File: config.mk
export PLATFORM = sky130hd
export DESIGN_NAME = wtd_sequencer
export DESIGN_NICKNAME = d
export VERILOG_FILES = /design/src/rtl/wtd_pkg.sv /design/src/rtl/wtd_sequencer.sv
export VERILOG_INCLUDE_DIRS = /design/src /design/src/rtl
export SDC_FILE = /design/constraint.sdc
export NUM_CORES = 1
export LEC_CHECK = 0
export ABC_AREA = 1
export BUFFER_PORTS_ARGS = -buffer_cell sky130_fd_sc_hd__clkbuf_2
export CORE_MARGIN = 8
export CORE_UTILIZATION = 40
export DETAILED_ROUTE_END_ITERATION = 6
export HOLD_SLACK_MARGIN = 0.1
export SLEW_MARGIN = 10
export SYNTH_ARGS = -nofsm -noshare
export SYNTH_HDL_FRONTEND = slang
export SYNTH_SLANG_ARGS = --single-unit
File: constraint.sdc
create_clock -name mclk -period 2.76 [get_ports mclk]
set_input_delay 0.552 -clock mclk [delete_from_list [all_inputs] [get_ports mclk]]
set_output_delay 0.552 -clock mclk [all_outputs]
set_load 0.005 [all_outputs]
File: src/rtl/wtd_regs.svh
// Wake-up sequencer constants: idle command layout, codes and timing
`ifndef WTD_REGS_SVH
`define WTD_REGS_SVH

// Idle command framing, byte positions counted from 0 at the code byte
`define WTD_IDLE_CODE 8'h07
`define WTD_IDLE_LEN 8'h0e
`define WTD_POS_LEN 4'h1
`define WTD_POS_FIRST_PARAM 4'h2
`define WTD_POS_LAST 4'hf
`define WTD_NUM_PARAMS 14

// Parameter indices, relative to the first parameter byte
`define WTD_PAR_SOURCE 0
`define WTD_PAR_WCTRL_A 3
`define WTD_PAR_WCTRL_B 4
`define WTD_PAR_GAP 7
`define WTD_PAR_OSC 8
`define WTD_PAR_DAC 9
`define WTD_PAR_LOWER 10
`define WTD_PAR_UPPER 11
`define WTD_PAR_SWINGS 12
`define WTD_PAR_MAXSLEEP 13

// Wake source select bit positions
`define WTD_SRC_TIMER 0
`define WTD_SRC_TAG 1
`define WTD_SRC_WAKEPIN 3
`define WTD_SRC_SELPIN 4
`define WTD_SRC_RATE_HI 7
`define WTD_SRC_RATE_LO 6
`define WTD_SRC_RESET 8'h00

// Wake control values
`define WTD_WCTRL_HIBER 16'h0400
`define WTD_WCTRL_SLEEP 16'h3800
`define WTD_WCTRL_CALIB 16'hf801
`define WTD_WCTRL_TAG 16'h7901
`define WTD_WCTRL_RESET 16'h0000

// Wake cause codes
`define WTD_CAUSE_NONE 8'h00
`define WTD_CAUSE_TIMEOUT 8'h01
`define WTD_CAUSE_TAG 8'h02
`define WTD_CAUSE_WAKEPIN 8'h08
`define WTD_CAUSE_SELPIN 8'h10

// Timing
`define WTD_CLK_PERIOD_NS 50
`define WTD_SLOW_PERIOD_NS 31250
`define WTD_STARTUP_TIME_US 6000
`define WTD_REF_TICKS 256
`define WTD_REF_LAST 8'hff

`endif

File: src/rtl/wtd_pkg.sv
// Types shared by the wake-up sequencer
package wtd_pkg;

  typedef enum logic [2:0] {
    ST_POWERUP = 3'b000,
    ST_STARTUP = 3'b001,
    ST_READY = 3'b011,
    ST_HIBER = 3'b010,
    ST_SLEEP = 3'b110,
    ST_TAG_GAP = 3'b111,
    ST_TAG_SETTLE = 3'b101,
    ST_TAG_BURST = 3'b100
  } wtd_state_e;

  typedef logic [7:0] wtd_byte_t;

endpackage : wtd_pkg

File: src/rtl/wtd_sequencer.sv
// Low-power state and wake-up sequencer with tag detection
`timescale 1ns/1ps
`include "wtd_regs.svh"

// How it works
// - Low power: fast oscillator off except in settle and burst, slow ticks
// - Reference is 256 slow periods, rate bits 7:6
// - Enabled wake and select pin bits wake the device, outside hibernate
// - Power-up waits wake pulse, then 6 ms
// - Hibernate leaves only on wake pin pulse
// - Sleep wakes on wake or select pin
// - Timeout after 256*(gap+2)*(maxsleep+1) periods
// - Source bit 0 enables the timeout
// - Bursts only while tag bit is set
// - Timer bit limits bursts to maxsleep+1
// - Gap of (gap+2) references between bursts
// - Oscillator then converter settle before burst
// - Burst lasts the programmed carrier cycles
// - Converter result stored every burst
// - Out-of-bounds result wakes with tag cause
// - Wake control selects the powered resources
// - Wake cause recorded: 0x01 timeout, 0x02 tag
module wtd_sequencer #(
  parameter int SLOW_DIV = `WTD_SLOW_PERIOD_NS / `WTD_CLK_PERIOD_NS,
  parameter int STARTUP_CYC = `WTD_STARTUP_TIME_US * 1000 / `WTD_CLK_PERIOD_NS
) (
  input wire logic mclk, // 20 MHz clock
  input wire logic srst, // Synchronous reset
  input wire logic wakePinN, // External wake pin, async
  input wire logic spiSelN, // SPI slave select pin, async
  input wire logic cmdFrame, // High while a command frame lasts
  input wire logic cmdValid, // Command byte strobe
  input wire wtd_pkg::wtd_byte_t cmdByte, // Command byte
  input wire logic carrierToggle, // Toggles once per carrier cycle
  input wire logic [5:0] dacValue, // Converter output, async
  output logic readyOut_q, // Ready, commands accepted
  output logic fastOscEn_q, // Fast oscillator enable
  output logic slowOscEn_q, // Slow oscillator enable
  output logic rfBurst_q, // Detection burst active
  output logic wakeEvent_q, // Pulse on return to ready
  output wtd_pkg::wtd_byte_t wakeSource_q, // Wake source select
  output logic [15:0] wakeControl_q, // Wake control field
  output wtd_pkg::wtd_byte_t wakeCause_q, // Last wake cause
  output logic [5:0] dacData_q // Converter data register
);
  import wtd_pkg::*;

  wtd_state_e state_q;
  wtd_state_e state_d;
  wtd_byte_t paramQ [`WTD_NUM_PARAMS];
  logic [3:0] byteIdx_q;
  logic frameBad_q;
  logic cmdDone;
  logic [1:0] wakeSync_q;
  logic [1:0] selSync_q;
  logic [1:0] carSync_q;
  logic [5:0] dacS1_q;
  logic [5:0] dacS2_q;
  logic wakePrev_q;
  logic selPrev_q;
  logic carPrev_q;
  logic wakeRise;
  logic selRise;
  logic carEdge;
  logic [31:0] startCnt_q;
  logic [15:0] divCnt_q;
  logic [15:0] divLimit;
  logic slowTick;
  logic [7:0] refCnt_q;
  logic refWrap;
  logic [8:0] gapCnt_q;
  logic [8:0] gapLast;
  logic gapEnd;
  logic [4:0] trialCnt_q;
  logic [8:0] settleCnt_q;
  logic [8:0] settleTarget;
  logic [7:0] carrierCnt_q;
  logic burstDone;
  logic [7:0] measured;
  logic outOfBounds;
  logic lastTrial;
  logic pinWake;
  logic lowPower;
  logic tagMode;
  wtd_byte_t burst_gap_coefficient;
  wtd_byte_t osc_settle_count;
  wtd_byte_t dac_settle_count;
  wtd_byte_t detect_lower_bound;
  wtd_byte_t detect_upper_bound;
  wtd_byte_t burst_cycle_count;
  logic [4:0] maxSleep;

  function automatic logic isLowPower(input wtd_state_e s);
    isLowPower = (s == ST_HIBER) || (s == ST_SLEEP) || (s == ST_TAG_GAP) ||
                 (s == ST_TAG_SETTLE) || (s == ST_TAG_BURST);
  endfunction : isLowPower

  ////////////////////////////////////////////////////////////////////////////
  // Pin synchronisers and edge detection

  always_ff @(posedge mclk) begin
    if (srst) begin
      wakeSync_q <= 2'b11;
      selSync_q <= 2'b11;
      carSync_q <= 2'b00;
      wakePrev_q <= 1'b1;
      selPrev_q <= 1'b1;
      carPrev_q <= 1'b0;
    end else begin
      wakeSync_q <= {wakeSync_q[0], wakePinN};
      selSync_q <= {selSync_q[0], spiSelN};
      carSync_q <= {carSync_q[0], carrierToggle};
      wakePrev_q <= wakeSync_q[1];
      selPrev_q <= selSync_q[1];
      carPrev_q <= carSync_q[1];
    end
  end

  always_ff @(posedge mclk) begin
    if (srst) begin
      dacS1_q <= 6'h00;
      dacS2_q <= 6'h00;
    end else begin
      dacS1_q <= dacValue;
      dacS2_q <= dacS1_q;
    end
  end

  // End of a low pulse on either pin
  assign wakeRise = wakeSync_q[1] & ~wakePrev_q;
  assign selRise = selSync_q[1] & ~selPrev_q;
  assign carEdge = carSync_q[1] ^ carPrev_q;

  ////////////////////////////////////////////////////////////////////////////
  // Idle command intake

  assign cmdDone = (state_q == ST_READY) && cmdFrame && cmdValid && !frameBad_q &&
                   (byteIdx_q == `WTD_POS_LAST);

  always_ff @(posedge mclk) begin
    if (srst || !cmdFrame) begin
      byteIdx_q <= 4'h0;
      frameBad_q <= 1'b0;
    end else if (cmdValid && state_q == ST_READY && !frameBad_q) begin
      byteIdx_q <= byteIdx_q + 4'h1;
      if ((byteIdx_q == 4'h0 && cmdByte != `WTD_IDLE_CODE) ||
          (byteIdx_q == `WTD_POS_LEN && cmdByte != `WTD_IDLE_LEN) ||
          byteIdx_q == `WTD_POS_LAST) begin
        frameBad_q <= 1'b1;
      end
    end
  end

  always_ff @(posedge mclk) begin
    if (srst) begin
      for (int i = 0; i < `WTD_NUM_PARAMS; i++) begin
        paramQ[i] <= 8'h00;
      end
    end else if (cmdValid && cmdFrame && state_q == ST_READY && !frameBad_q &&
                 byteIdx_q >= `WTD_POS_FIRST_PARAM) begin
      paramQ[byteIdx_q - `WTD_POS_FIRST_PARAM] <= cmdByte;
    end
  end

  // Source and control applied on receipt
  always_ff @(posedge mclk) begin
    if (srst) begin
      wakeSource_q <= `WTD_SRC_RESET;
      wakeControl_q <= `WTD_WCTRL_RESET;
    end else if (cmdDone) begin
      wakeSource_q <= paramQ[`WTD_PAR_SOURCE];
      wakeControl_q <= {paramQ[`WTD_PAR_WCTRL_A], paramQ[`WTD_PAR_WCTRL_B]};
    end
  end

  assign burst_gap_coefficient = paramQ[`WTD_PAR_GAP];
  assign osc_settle_count = paramQ[`WTD_PAR_OSC];
  assign dac_settle_count = paramQ[`WTD_PAR_DAC];
  assign detect_lower_bound = paramQ[`WTD_PAR_LOWER];
  assign detect_upper_bound = paramQ[`WTD_PAR_UPPER];
  assign burst_cycle_count = paramQ[`WTD_PAR_SWINGS];
  // Max sleep lives in the five low bits
  assign maxSleep = paramQ[`WTD_PAR_MAXSLEEP][4:0];

  ////////////////////////////////////////////////////////////////////////////
  // Slow oscillator timebase

  assign lowPower = isLowPower(state_q);
  // Rate bits scale the slow period by 1, 2, 4 or 8
  assign divLimit = 16'(SLOW_DIV) <<
                    {wakeSource_q[`WTD_SRC_RATE_HI], wakeSource_q[`WTD_SRC_RATE_LO]};
  assign slowTick = lowPower && (divCnt_q == divLimit - 16'h1);
  assign refWrap = slowTick && (refCnt_q == `WTD_REF_LAST);
  assign gapLast = {1'b0, burst_gap_coefficient} + 9'h1;
  assign gapEnd = refWrap && (gapCnt_q == gapLast);

  // Low-power timing uses slow ticks, except burst length in carrier edges
  always_ff @(posedge mclk) begin
    if (srst || !lowPower || slowTick) begin
      divCnt_q <= 16'h0;
    end else begin
      divCnt_q <= divCnt_q + 16'h1;
    end
  end

  // Reference of 256 slow periods, restarted per gap
  always_ff @(posedge mclk) begin
    if (srst || (state_q != ST_SLEEP && state_q != ST_TAG_GAP)) begin
      refCnt_q <= 8'h00;
    end else if (slowTick) begin
      refCnt_q <= refCnt_q + 8'h01;
    end
  end

  // Gap counts (gap + 2) references
  always_ff @(posedge mclk) begin
    if (srst || (state_q != ST_SLEEP && state_q != ST_TAG_GAP) || gapEnd) begin
      gapCnt_q <= 9'h000;
    end else if (refWrap) begin
      gapCnt_q <= gapCnt_q + 9'h001;
    end
  end

  ////////////////////////////////////////////////////////////////////////////
  // Burst settling, carrier count and measurement

  assign settleTarget = {1'b0, osc_settle_count} + {1'b0, dac_settle_count};
  assign measured = {dacS2_q, 2'b00};
  assign burstDone = (state_q == ST_TAG_BURST) && (carrierCnt_q >= burst_cycle_count);
  // Outside the bounds means a tag
  assign outOfBounds = (measured > detect_upper_bound) || (measured < detect_lower_bound);
  assign lastTrial = trialCnt_q == maxSleep;

  always_ff @(posedge mclk) begin
    if (srst || state_q != ST_TAG_SETTLE) begin
      settleCnt_q <= 9'h000;
    end else if (slowTick) begin
      settleCnt_q <= settleCnt_q + 9'h001;
    end
  end

  always_ff @(posedge mclk) begin
    if (srst || state_q != ST_TAG_BURST) begin
      carrierCnt_q <= 8'h00;
    end else if (carEdge) begin
      carrierCnt_q <= carrierCnt_q + 8'h01;
    end
  end

  // Converter result captured at burst end
  always_ff @(posedge mclk) begin
    if (srst) begin
      dacData_q <= 6'h00;
    end else if (burstDone) begin
      dacData_q <= dacS2_q;
    end
  end

  always_ff @(posedge mclk) begin
    if (srst || !lowPower) begin
      trialCnt_q <= 5'h00;
    end else if ((state_q == ST_SLEEP && gapEnd) || (burstDone && !outOfBounds)) begin
      trialCnt_q <= trialCnt_q + 5'h01;
    end
  end

  ////////////////////////////////////////////////////////////////////////////
  // Power state sequencing

  // Enabled pin sources wake the device
  assign pinWake = (wakeRise && wakeSource_q[`WTD_SRC_WAKEPIN]) ||
                   (selRise && wakeSource_q[`WTD_SRC_SELPIN]);
  // Tag detection needs the tag bit
  assign tagMode = paramQ[`WTD_PAR_SOURCE][`WTD_SRC_TAG] &&
                   ({paramQ[`WTD_PAR_WCTRL_A], paramQ[`WTD_PAR_WCTRL_B]} == `WTD_WCTRL_TAG ||
                    {paramQ[`WTD_PAR_WCTRL_A], paramQ[`WTD_PAR_WCTRL_B]} == `WTD_WCTRL_CALIB);

  always_ff @(posedge mclk) begin
    if (srst || state_q != ST_STARTUP) begin
      startCnt_q <= 32'h0;
    end else begin
      startCnt_q <= startCnt_q + 32'h1;
    end
  end

  always_comb begin
    state_d = state_q;
    unique case (state_q)
      // Wait for wake pulse, then startup delay
      ST_POWERUP: if (wakeRise) state_d = ST_STARTUP;
      ST_STARTUP: if (startCnt_q == 32'(STARTUP_CYC - 1)) state_d = ST_READY;
      // Wake control picks the low-power state
      ST_READY: begin
        if (cmdDone) begin
          if ({paramQ[`WTD_PAR_WCTRL_A], paramQ[`WTD_PAR_WCTRL_B]} == `WTD_WCTRL_HIBER) begin
            state_d = ST_HIBER;
          end else if (tagMode) begin
            state_d = ST_TAG_GAP;
          end else begin
            state_d = ST_SLEEP;
          end
        end
      end
      // Only the wake pin leaves hibernate
      ST_HIBER: if (wakeRise) state_d = ST_READY;
      ST_SLEEP: begin
        if (pinWake || (gapEnd && wakeSource_q[`WTD_SRC_TIMER] && lastTrial)) begin
          state_d = ST_READY;
        end
      end
      ST_TAG_GAP: begin
        if (pinWake) state_d = ST_READY;
        else if (gapEnd) state_d = ST_TAG_SETTLE;
      end
      ST_TAG_SETTLE: begin
        if (pinWake) state_d = ST_READY;
        else if (settleCnt_q >= settleTarget) state_d = ST_TAG_BURST;
      end
      // Timer bit bounds the number of bursts
      ST_TAG_BURST: begin
        if (pinWake) begin
          state_d = ST_READY;
        end else if (burstDone) begin
          if (outOfBounds || (wakeSource_q[`WTD_SRC_TIMER] && lastTrial)) begin
            state_d = ST_READY;
          end else begin
            state_d = ST_TAG_GAP;
          end
        end
      end
    endcase
  end

  always_ff @(posedge mclk) begin
    if (srst) begin
      state_q <= ST_POWERUP;
    end else begin
      state_q <= state_d;
    end
  end

  // Wake cause recorded on return to ready
  always_ff @(posedge mclk) begin
    if (srst) begin
      wakeCause_q <= `WTD_CAUSE_NONE;
      wakeEvent_q <= 1'b0;
    end else begin
      wakeEvent_q <= lowPower && state_d == ST_READY;
      if (lowPower && state_d == ST_READY) begin
        if (state_q == ST_HIBER) wakeCause_q <= `WTD_CAUSE_NONE;
        else if (wakeRise && wakeSource_q[`WTD_SRC_WAKEPIN]) wakeCause_q <= `WTD_CAUSE_WAKEPIN;
        else if (pinWake) wakeCause_q <= `WTD_CAUSE_SELPIN;
        else if (burstDone && outOfBounds) wakeCause_q <= `WTD_CAUSE_TAG;
        else wakeCause_q <= `WTD_CAUSE_TIMEOUT;
      end
    end
  end

  // Fast oscillator only for startup, ready, burst settling and bursts
  always_ff @(posedge mclk) begin
    if (srst) begin
      readyOut_q <= 1'b0;
      fastOscEn_q <= 1'b0;
      slowOscEn_q <= 1'b0;
      rfBurst_q <= 1'b0;
    end else begin
      readyOut_q <= state_d == ST_READY;
      fastOscEn_q <= !isLowPower(state_d) && state_d != ST_POWERUP ||
                     state_d == ST_TAG_SETTLE || state_d == ST_TAG_BURST;
      slowOscEn_q <= isLowPower(state_d) && state_d != ST_HIBER;
      rfBurst_q <= state_d == ST_TAG_BURST;
    end
  end
endmodule : wtd_sequencer

; ---- Word-level counts from Yosys, hierarchy flattened
; Memories as Yosys holds them, arrays and structs flattened.
; Index checks and enable logic that the tools add are counted.
[op_classes]
n_mux = 27
order_cmp = 5
n_reduce_logical = 65
bitwise = 5
shifts = 1
add_sub_neg = 12
n_eq_ne = 31
[ops]
columns = op, count
row1 = 3-bit 2-to-1 mux, 13
row2 = 32-bit by 1-bit adder with 32-bit output (second input constant), 1
row3 = 32-bit by 17-bit equality test with 1-bit output (second input constant), 1
row4 = 1-bit logical AND, 29
row5 = 1-bit logical OR, 26
row6 = 3-bit equality test (second input constant), 8
row7 = 3-bit case mux with 8 select lines, 1
row8 = 9-bit by 1-bit adder with 9-bit output (second input constant), 2
row9 = 16-bit by 1-bit adder with 16-bit output (second input constant), 1
row10 = 8-bit by 1-bit adder with 8-bit output (second input constant), 2
row11 = 16-bit by 11-bit equality test with 1-bit output (second input constant), 1
row12 = 16-bit by 15-bit equality test with 1-bit output (second input constant), 1
row13 = 16-bit equality test, 1
row14 = 16-bit equality test (second input constant), 1
row15 = 10-bit by 2-bit left shift with 16-bit output (first input constant), 1
row16 = 16-bit by 1-bit subtractor with 16-bit output (second input constant), 1
row17 = 5-bit 2-to-1 mux, 3
row18 = 3-bit by 2-bit equality test with 1-bit output (second input constant), 4
row19 = 3-bit != test (second input constant), 4
row20 = 8-bit by 1-bit adder with 9-bit output (second input constant), 1
row21 = 8-bit by 8-bit adder with 9-bit output, 1
row22 = 9-bit equality test, 1
row23 = 9-bit >= comparator, 1
row24 = 8-bit equality test (second input constant), 1
row25 = 28 further kinds, 40
[word_totals]
ram_bits = 112
ff_bits = 159
n_memories = 1
inputBits = 21
elab_cells = 174
[mem_list]
columns = name, depth, width, read_ports, rd_clocked_by_memory_dff, wr, line_no
row1 = paramQ, 14, 8, 10, 0, 14, wtd_sequencer.sv:50  ; wtd_byte_t paramQ [`WTD_NUM_PARAMS];

; ---- Longest topological paths before layout
[depth]
word_depth = 22
mapped_depth = 21
mapped_depth_nobuf = 21

; ---- Least setup slack after synthesis
; OpenSTA, ideal clock, no wires.
[synth_path]
path_type = register to register
start = memory paramQ[8][0] (netlist bit)
end = register wakeCause_q[0]
setup_time_ps = 114
path_stages_with_launch = 21
path_buffers = 0
period_less_slack_ps = 2724
slack_ps = 36
arrival_ps = 2611
cell_sequence = edfxtp_1 > ha_1 > fa_1 > nand3_1 > nand2_1 > a21oi_1 > o21bai_1 > xnor2_1 > ha_1 > a21oi_1 > nand2_1 > nand2_1 > nand2_1 > nand2_1 > nand2_1 > nand3_1 > nand2_1 > nor2_2 > nand2_2 > nand3_1 > nand2_1
[synth_lines]
columns = element, line_no
row1 = from (decl), wtd_sequencer.sv:50
row2 = to (signal assigned), wtd_sequencer.sv:345  ; wakeCause_q <= `WTD_CAUSE_NONE;
row3 = to (signal assigned), wtd_sequencer.sv:350  ; if (state_q == ST_HIBER) wakeCause_q <= `WTD_CAUSE_NONE;
row4 = to (signal assigned), wtd_sequencer.sv:351  ; else if (wakeRise && wakeSource_q[`WTD_SRC_WAKEPIN]) wakeCause_q <= `WTD_CAUSE_WAKEPIN;
row5 = to (decl), wtd_sequencer.sv:43  ; output wtd_pkg::wtd_byte_t wakeCause_q,

==> results.json <==
{
  "outcome": "finished, violations left",
  "violations": "negative setup slack",
  "multi_input_area_sq_mm": 0.005125,
  "via_per_inst": 4.850,
  "synthTopCellsByCount": "250 x nor2_1, 235 x nand2_1, 201 x inv_1",
  "grt_max_degree": 31,
  "power.leakage_nw": 5.558,
  "grt_antenna_before_repair": 0,
  "netlist.area_leader.share": 0.2740,
  "max_freq_ghz": 0.3531,
  "synth_top_area_cell": "dfxtp_1",
  "fin_util": 0.4827,
  "cts_buffers": 26,
  "synth_edf_count": 77,
  "synth_area_per_cell_sq_um": 7.914,
  "async_flop_share": 0,
  "layout-drive-gt1-share": 0.1435,
  "fp.coreArea_sq_mm": 0.02778,
  "grt_pass1_vias": 8798,
  "clkTransAtPathRegs_ns": 0.06,
  "hpwl_um": 19850,
  "track_usage": 0.1559,
  "start_kind": "flop",
  "die_h_um": 183.7,
  "finalWorstSetupSlack_ns": -0.07170,
  "yosys.cell_count.top_type": "nor2_1",
  "post-route-period-util": 1.026,
  "fin_nets": 1616,
  "setup_viol": 7,
  "path_max_fanout": 6,
  "grt_setup_unrepaired": "yes",
  "hold_class": "input pin to flop",
  "ys_top_cells_by_area": "dfxtp_1 27%, edfxtp_1 21%, nor2_1 8.3%",
  "ys_ff_latch": 231,
  "synthCells": 1422,
  "first_iter_violations": 558,
  "drv_cap": 0,
  "synth_area_sq_mm": 0.01125,
  "wl_per_cell_um": 13.71,
  "synthToLayoutAreaGrowth_pct": 19.16,
  "drtPass1Iterations": 5,
  "drc": 0,
  "tns_ns": -0.2866,
  "final-seq-area_sq_mm": 0.005403,
  "ant_nets": 0,
  "fillCellCount": 2726,
  "io_buffers": 59,
  "cts_sinks": 231,
  "die-area_sq_mm": 0.03376,
  "relSlewSlack": 0.6130,
  "cts_root_buffer": "clkbuf_16",
  "hold_viol": 0,
  "tritoncts": "done",
  "fin_crit_ns": 2.832,
  "placed_cells": 1883,
  "cp.arrival_ns": 3.25,
  "rows": 61,
  "worst_pin_slew_ns": 0.5799,
  "holdBufCountCts": 0,
  "grt-ovfl-total": 0,
  "finalPower_w": 0.007538,
  "diodes": 0,
  "routed_wl_um": 26490,
  "dieWidth_um": 183.7,
  "ios": 64,
  "ys_seq_area_frac": 0.4794,
  "crit_path_end_kind": "flop",
  "htree_num_levels": 1,
  "grt_pass1_wl_um": 43550,
  "p_per_area_mw_per_mm2": 562.1,
  "required_ns": 3.18,
  "start_util": 0.4051,
  "ir_drop_mv": 0.4342,
  "clock_latency_ns": 0.53,
  "gp_congestion": 0.8436,
  "synth_cell_types": 45,
  "maxSlewViolCount": 0,
  "clock_skew_ns": 0.009531,
  "synthFlopType": "dfxtp_1",
  "yosysWarnings": 0,
  "max-clock-path-buffers": 3,
  "vias": 9371,
  "stdcell_count": 1932,
  "crit_type": "flop to flop"
}
critical path, cell delays in order (launching register included):
cell and delay [ns]:
edfxtp_1 0.37, ha_2 0.21, fa_2 0.38, nand3_2 0.08, nand2_2 0.07, a21oi_2 0.11, o21bai_1 0.10, xnor2_1 0.14
ha_1 0.31, a21oi_2 0.13, nand2_1 0.07, nand2_1 0.06, nand2_1 0.04, nand2_1 0.06, nand2_1 0.07, nand3_2 0.09
nand2_2 0.07, nor2_4 0.15, nand2_2 0.10, nand3_1 0.08, nand2_1 0.05
worst paths after layout:
| path | start | to | slack, ns | cells past startpoint |
|---|---|---|---|---|
| setup / recovery | paramQ[8][0] | wakeCause_q[1] | -0.07 | 20 |
| hold / removal | dacValue[4] | dacS1_q[4] | 0.21 | 3 |
| setup reg to reg | paramQ[8][0] | wakeCause_q[1] | -0.07 | 20 |
| hold reg to reg | dacS1_q[5] | dacS2_q[5] | 0.41 | 2 |
logic make-up after synthesis:
family	after synthesis	synth area share
AOI/OAI and AO/OA	177	0.08317
xor gates and xnor gates	19	0.01479
adders and majority gates	60	0.06738
buffers and inverters	242	0.08283
DFF	231	0.4794
other	1	0.0003332
and+or+nand+nor	692	0.2721
what timing repair did:
action                     in CTS  in global routing
pin swaps                       3                 10
setup endpoints to repair       9                 49
resized for setup              10                 33
hold endpoints to repair        0                  0
setup buffers                   0                  2
cloned                          0                  0
sequential cells by signal, summed over array words and instances, names as in the netlist, 2 cells and up:
name,count
dacS1_q,6
dacData_q,6
byteIdx_q,4
divCnt_q,16
carrierCnt_q,8
wakeSync_q,2
wakeSource_q,8
trialCnt_q,5
gapCnt_q,9
paramQ,77
settleCnt_q,9
state_q,3
dacS2_q,6
wakeControl_q,16
startCnt_q,32
selSync_q,2
wakeCause_q,4
carSync_q,2
refCnt_q,8
power by group:
part	internal, W	switching, W	leakage [nW]	total (W)
clock	0.00231	0.00138	0.447	0.00369
sequential	0.00356	0.0000282	2.04	0.00359
combinational	0.0000922	0.000171	3.07	0.000263
area by class of cell:
cell class / count / area share
clock buffers: 36 / 0.05739
clock inverters: 11 / 0.01194
inverters: 218 / 0.06140
multi-input cells: 952 / 0.3822
flip-flops and latches: 231 / 0.4029
well taps: 378 / 0.03527
repair buffers: 106 / 0.04889
layout by cell type, fill, tap and decap left out, types with 3 or more instances in the layout:
master | synthesis | final
nor3_1 | 46 | 44
ha_1 | 59 | 50
clkbuf_16 | 0 | 27
a21oi_2 | 1 | 4
clkbuf_2 | 0 | 59
xor2_1 | 12 | 12
nor2_1 | 250 | 247
nor3b_1 | 10 | 9
nor2_4 | 3 | 4
xnor2_1 | 7 | 6
nand3_1 | 63 | 61
and3_1 | 5 | 5
conb_1 | 1 | 4
or2_2 | 13 | 13
clkinvlp_4 | 0 | 3
clkbuf_1 | 16 | 3
clkbuf_8 | 0 | 6
nor2_2 | 3 | 5
a21oi_1 | 87 | 84
nor4_1 | 16 | 15
nand2_2 | 8 | 12
o21a_1 | 6 | 6
nand4_1 | 30 | 30
a31oi_1 | 4 | 4
buf_4 | 6 | 45
ha_4 | 0 | 7
inv_2 | 9 | 8
clkinv_1 | 8 | 10
nand3_2 | 3 | 4
o21ai_0 | 69 | 68
nor3_4 | 1 | 3
bufinv_16 | 0 | 4
inv_1 | 201 | 200
nand2_1 | 235 | 231
edfxtp_1 | 77 | 77
dfxtp_1 | 154 | 152
metal layers:
layer / share of wire / wire length [um] / track usage
met1: 0.47 / 12560 / 0.2063
met2: 0.46 / 12160 / 0.2609
met3: 0.046 / 1223 / 0.02747
met4: 0.021 / 544 / 0.03808
met5: 0 / 0 / 0
per-stage QoR:
step                hold slack, ns  setup slack (ns)  cell area [sq um]
global route                0.2055           -0.3074              13410
detailed placement          0.3978           -0.2648              12260
finish                      0.2076          -0.07170              13410
CTS                         0.1964          -0.07862              13240
global placement            0.3952           -0.2180              12260
floorplan                   0.3883           0.03592              11260
Power figures use the tool's default switching activity.
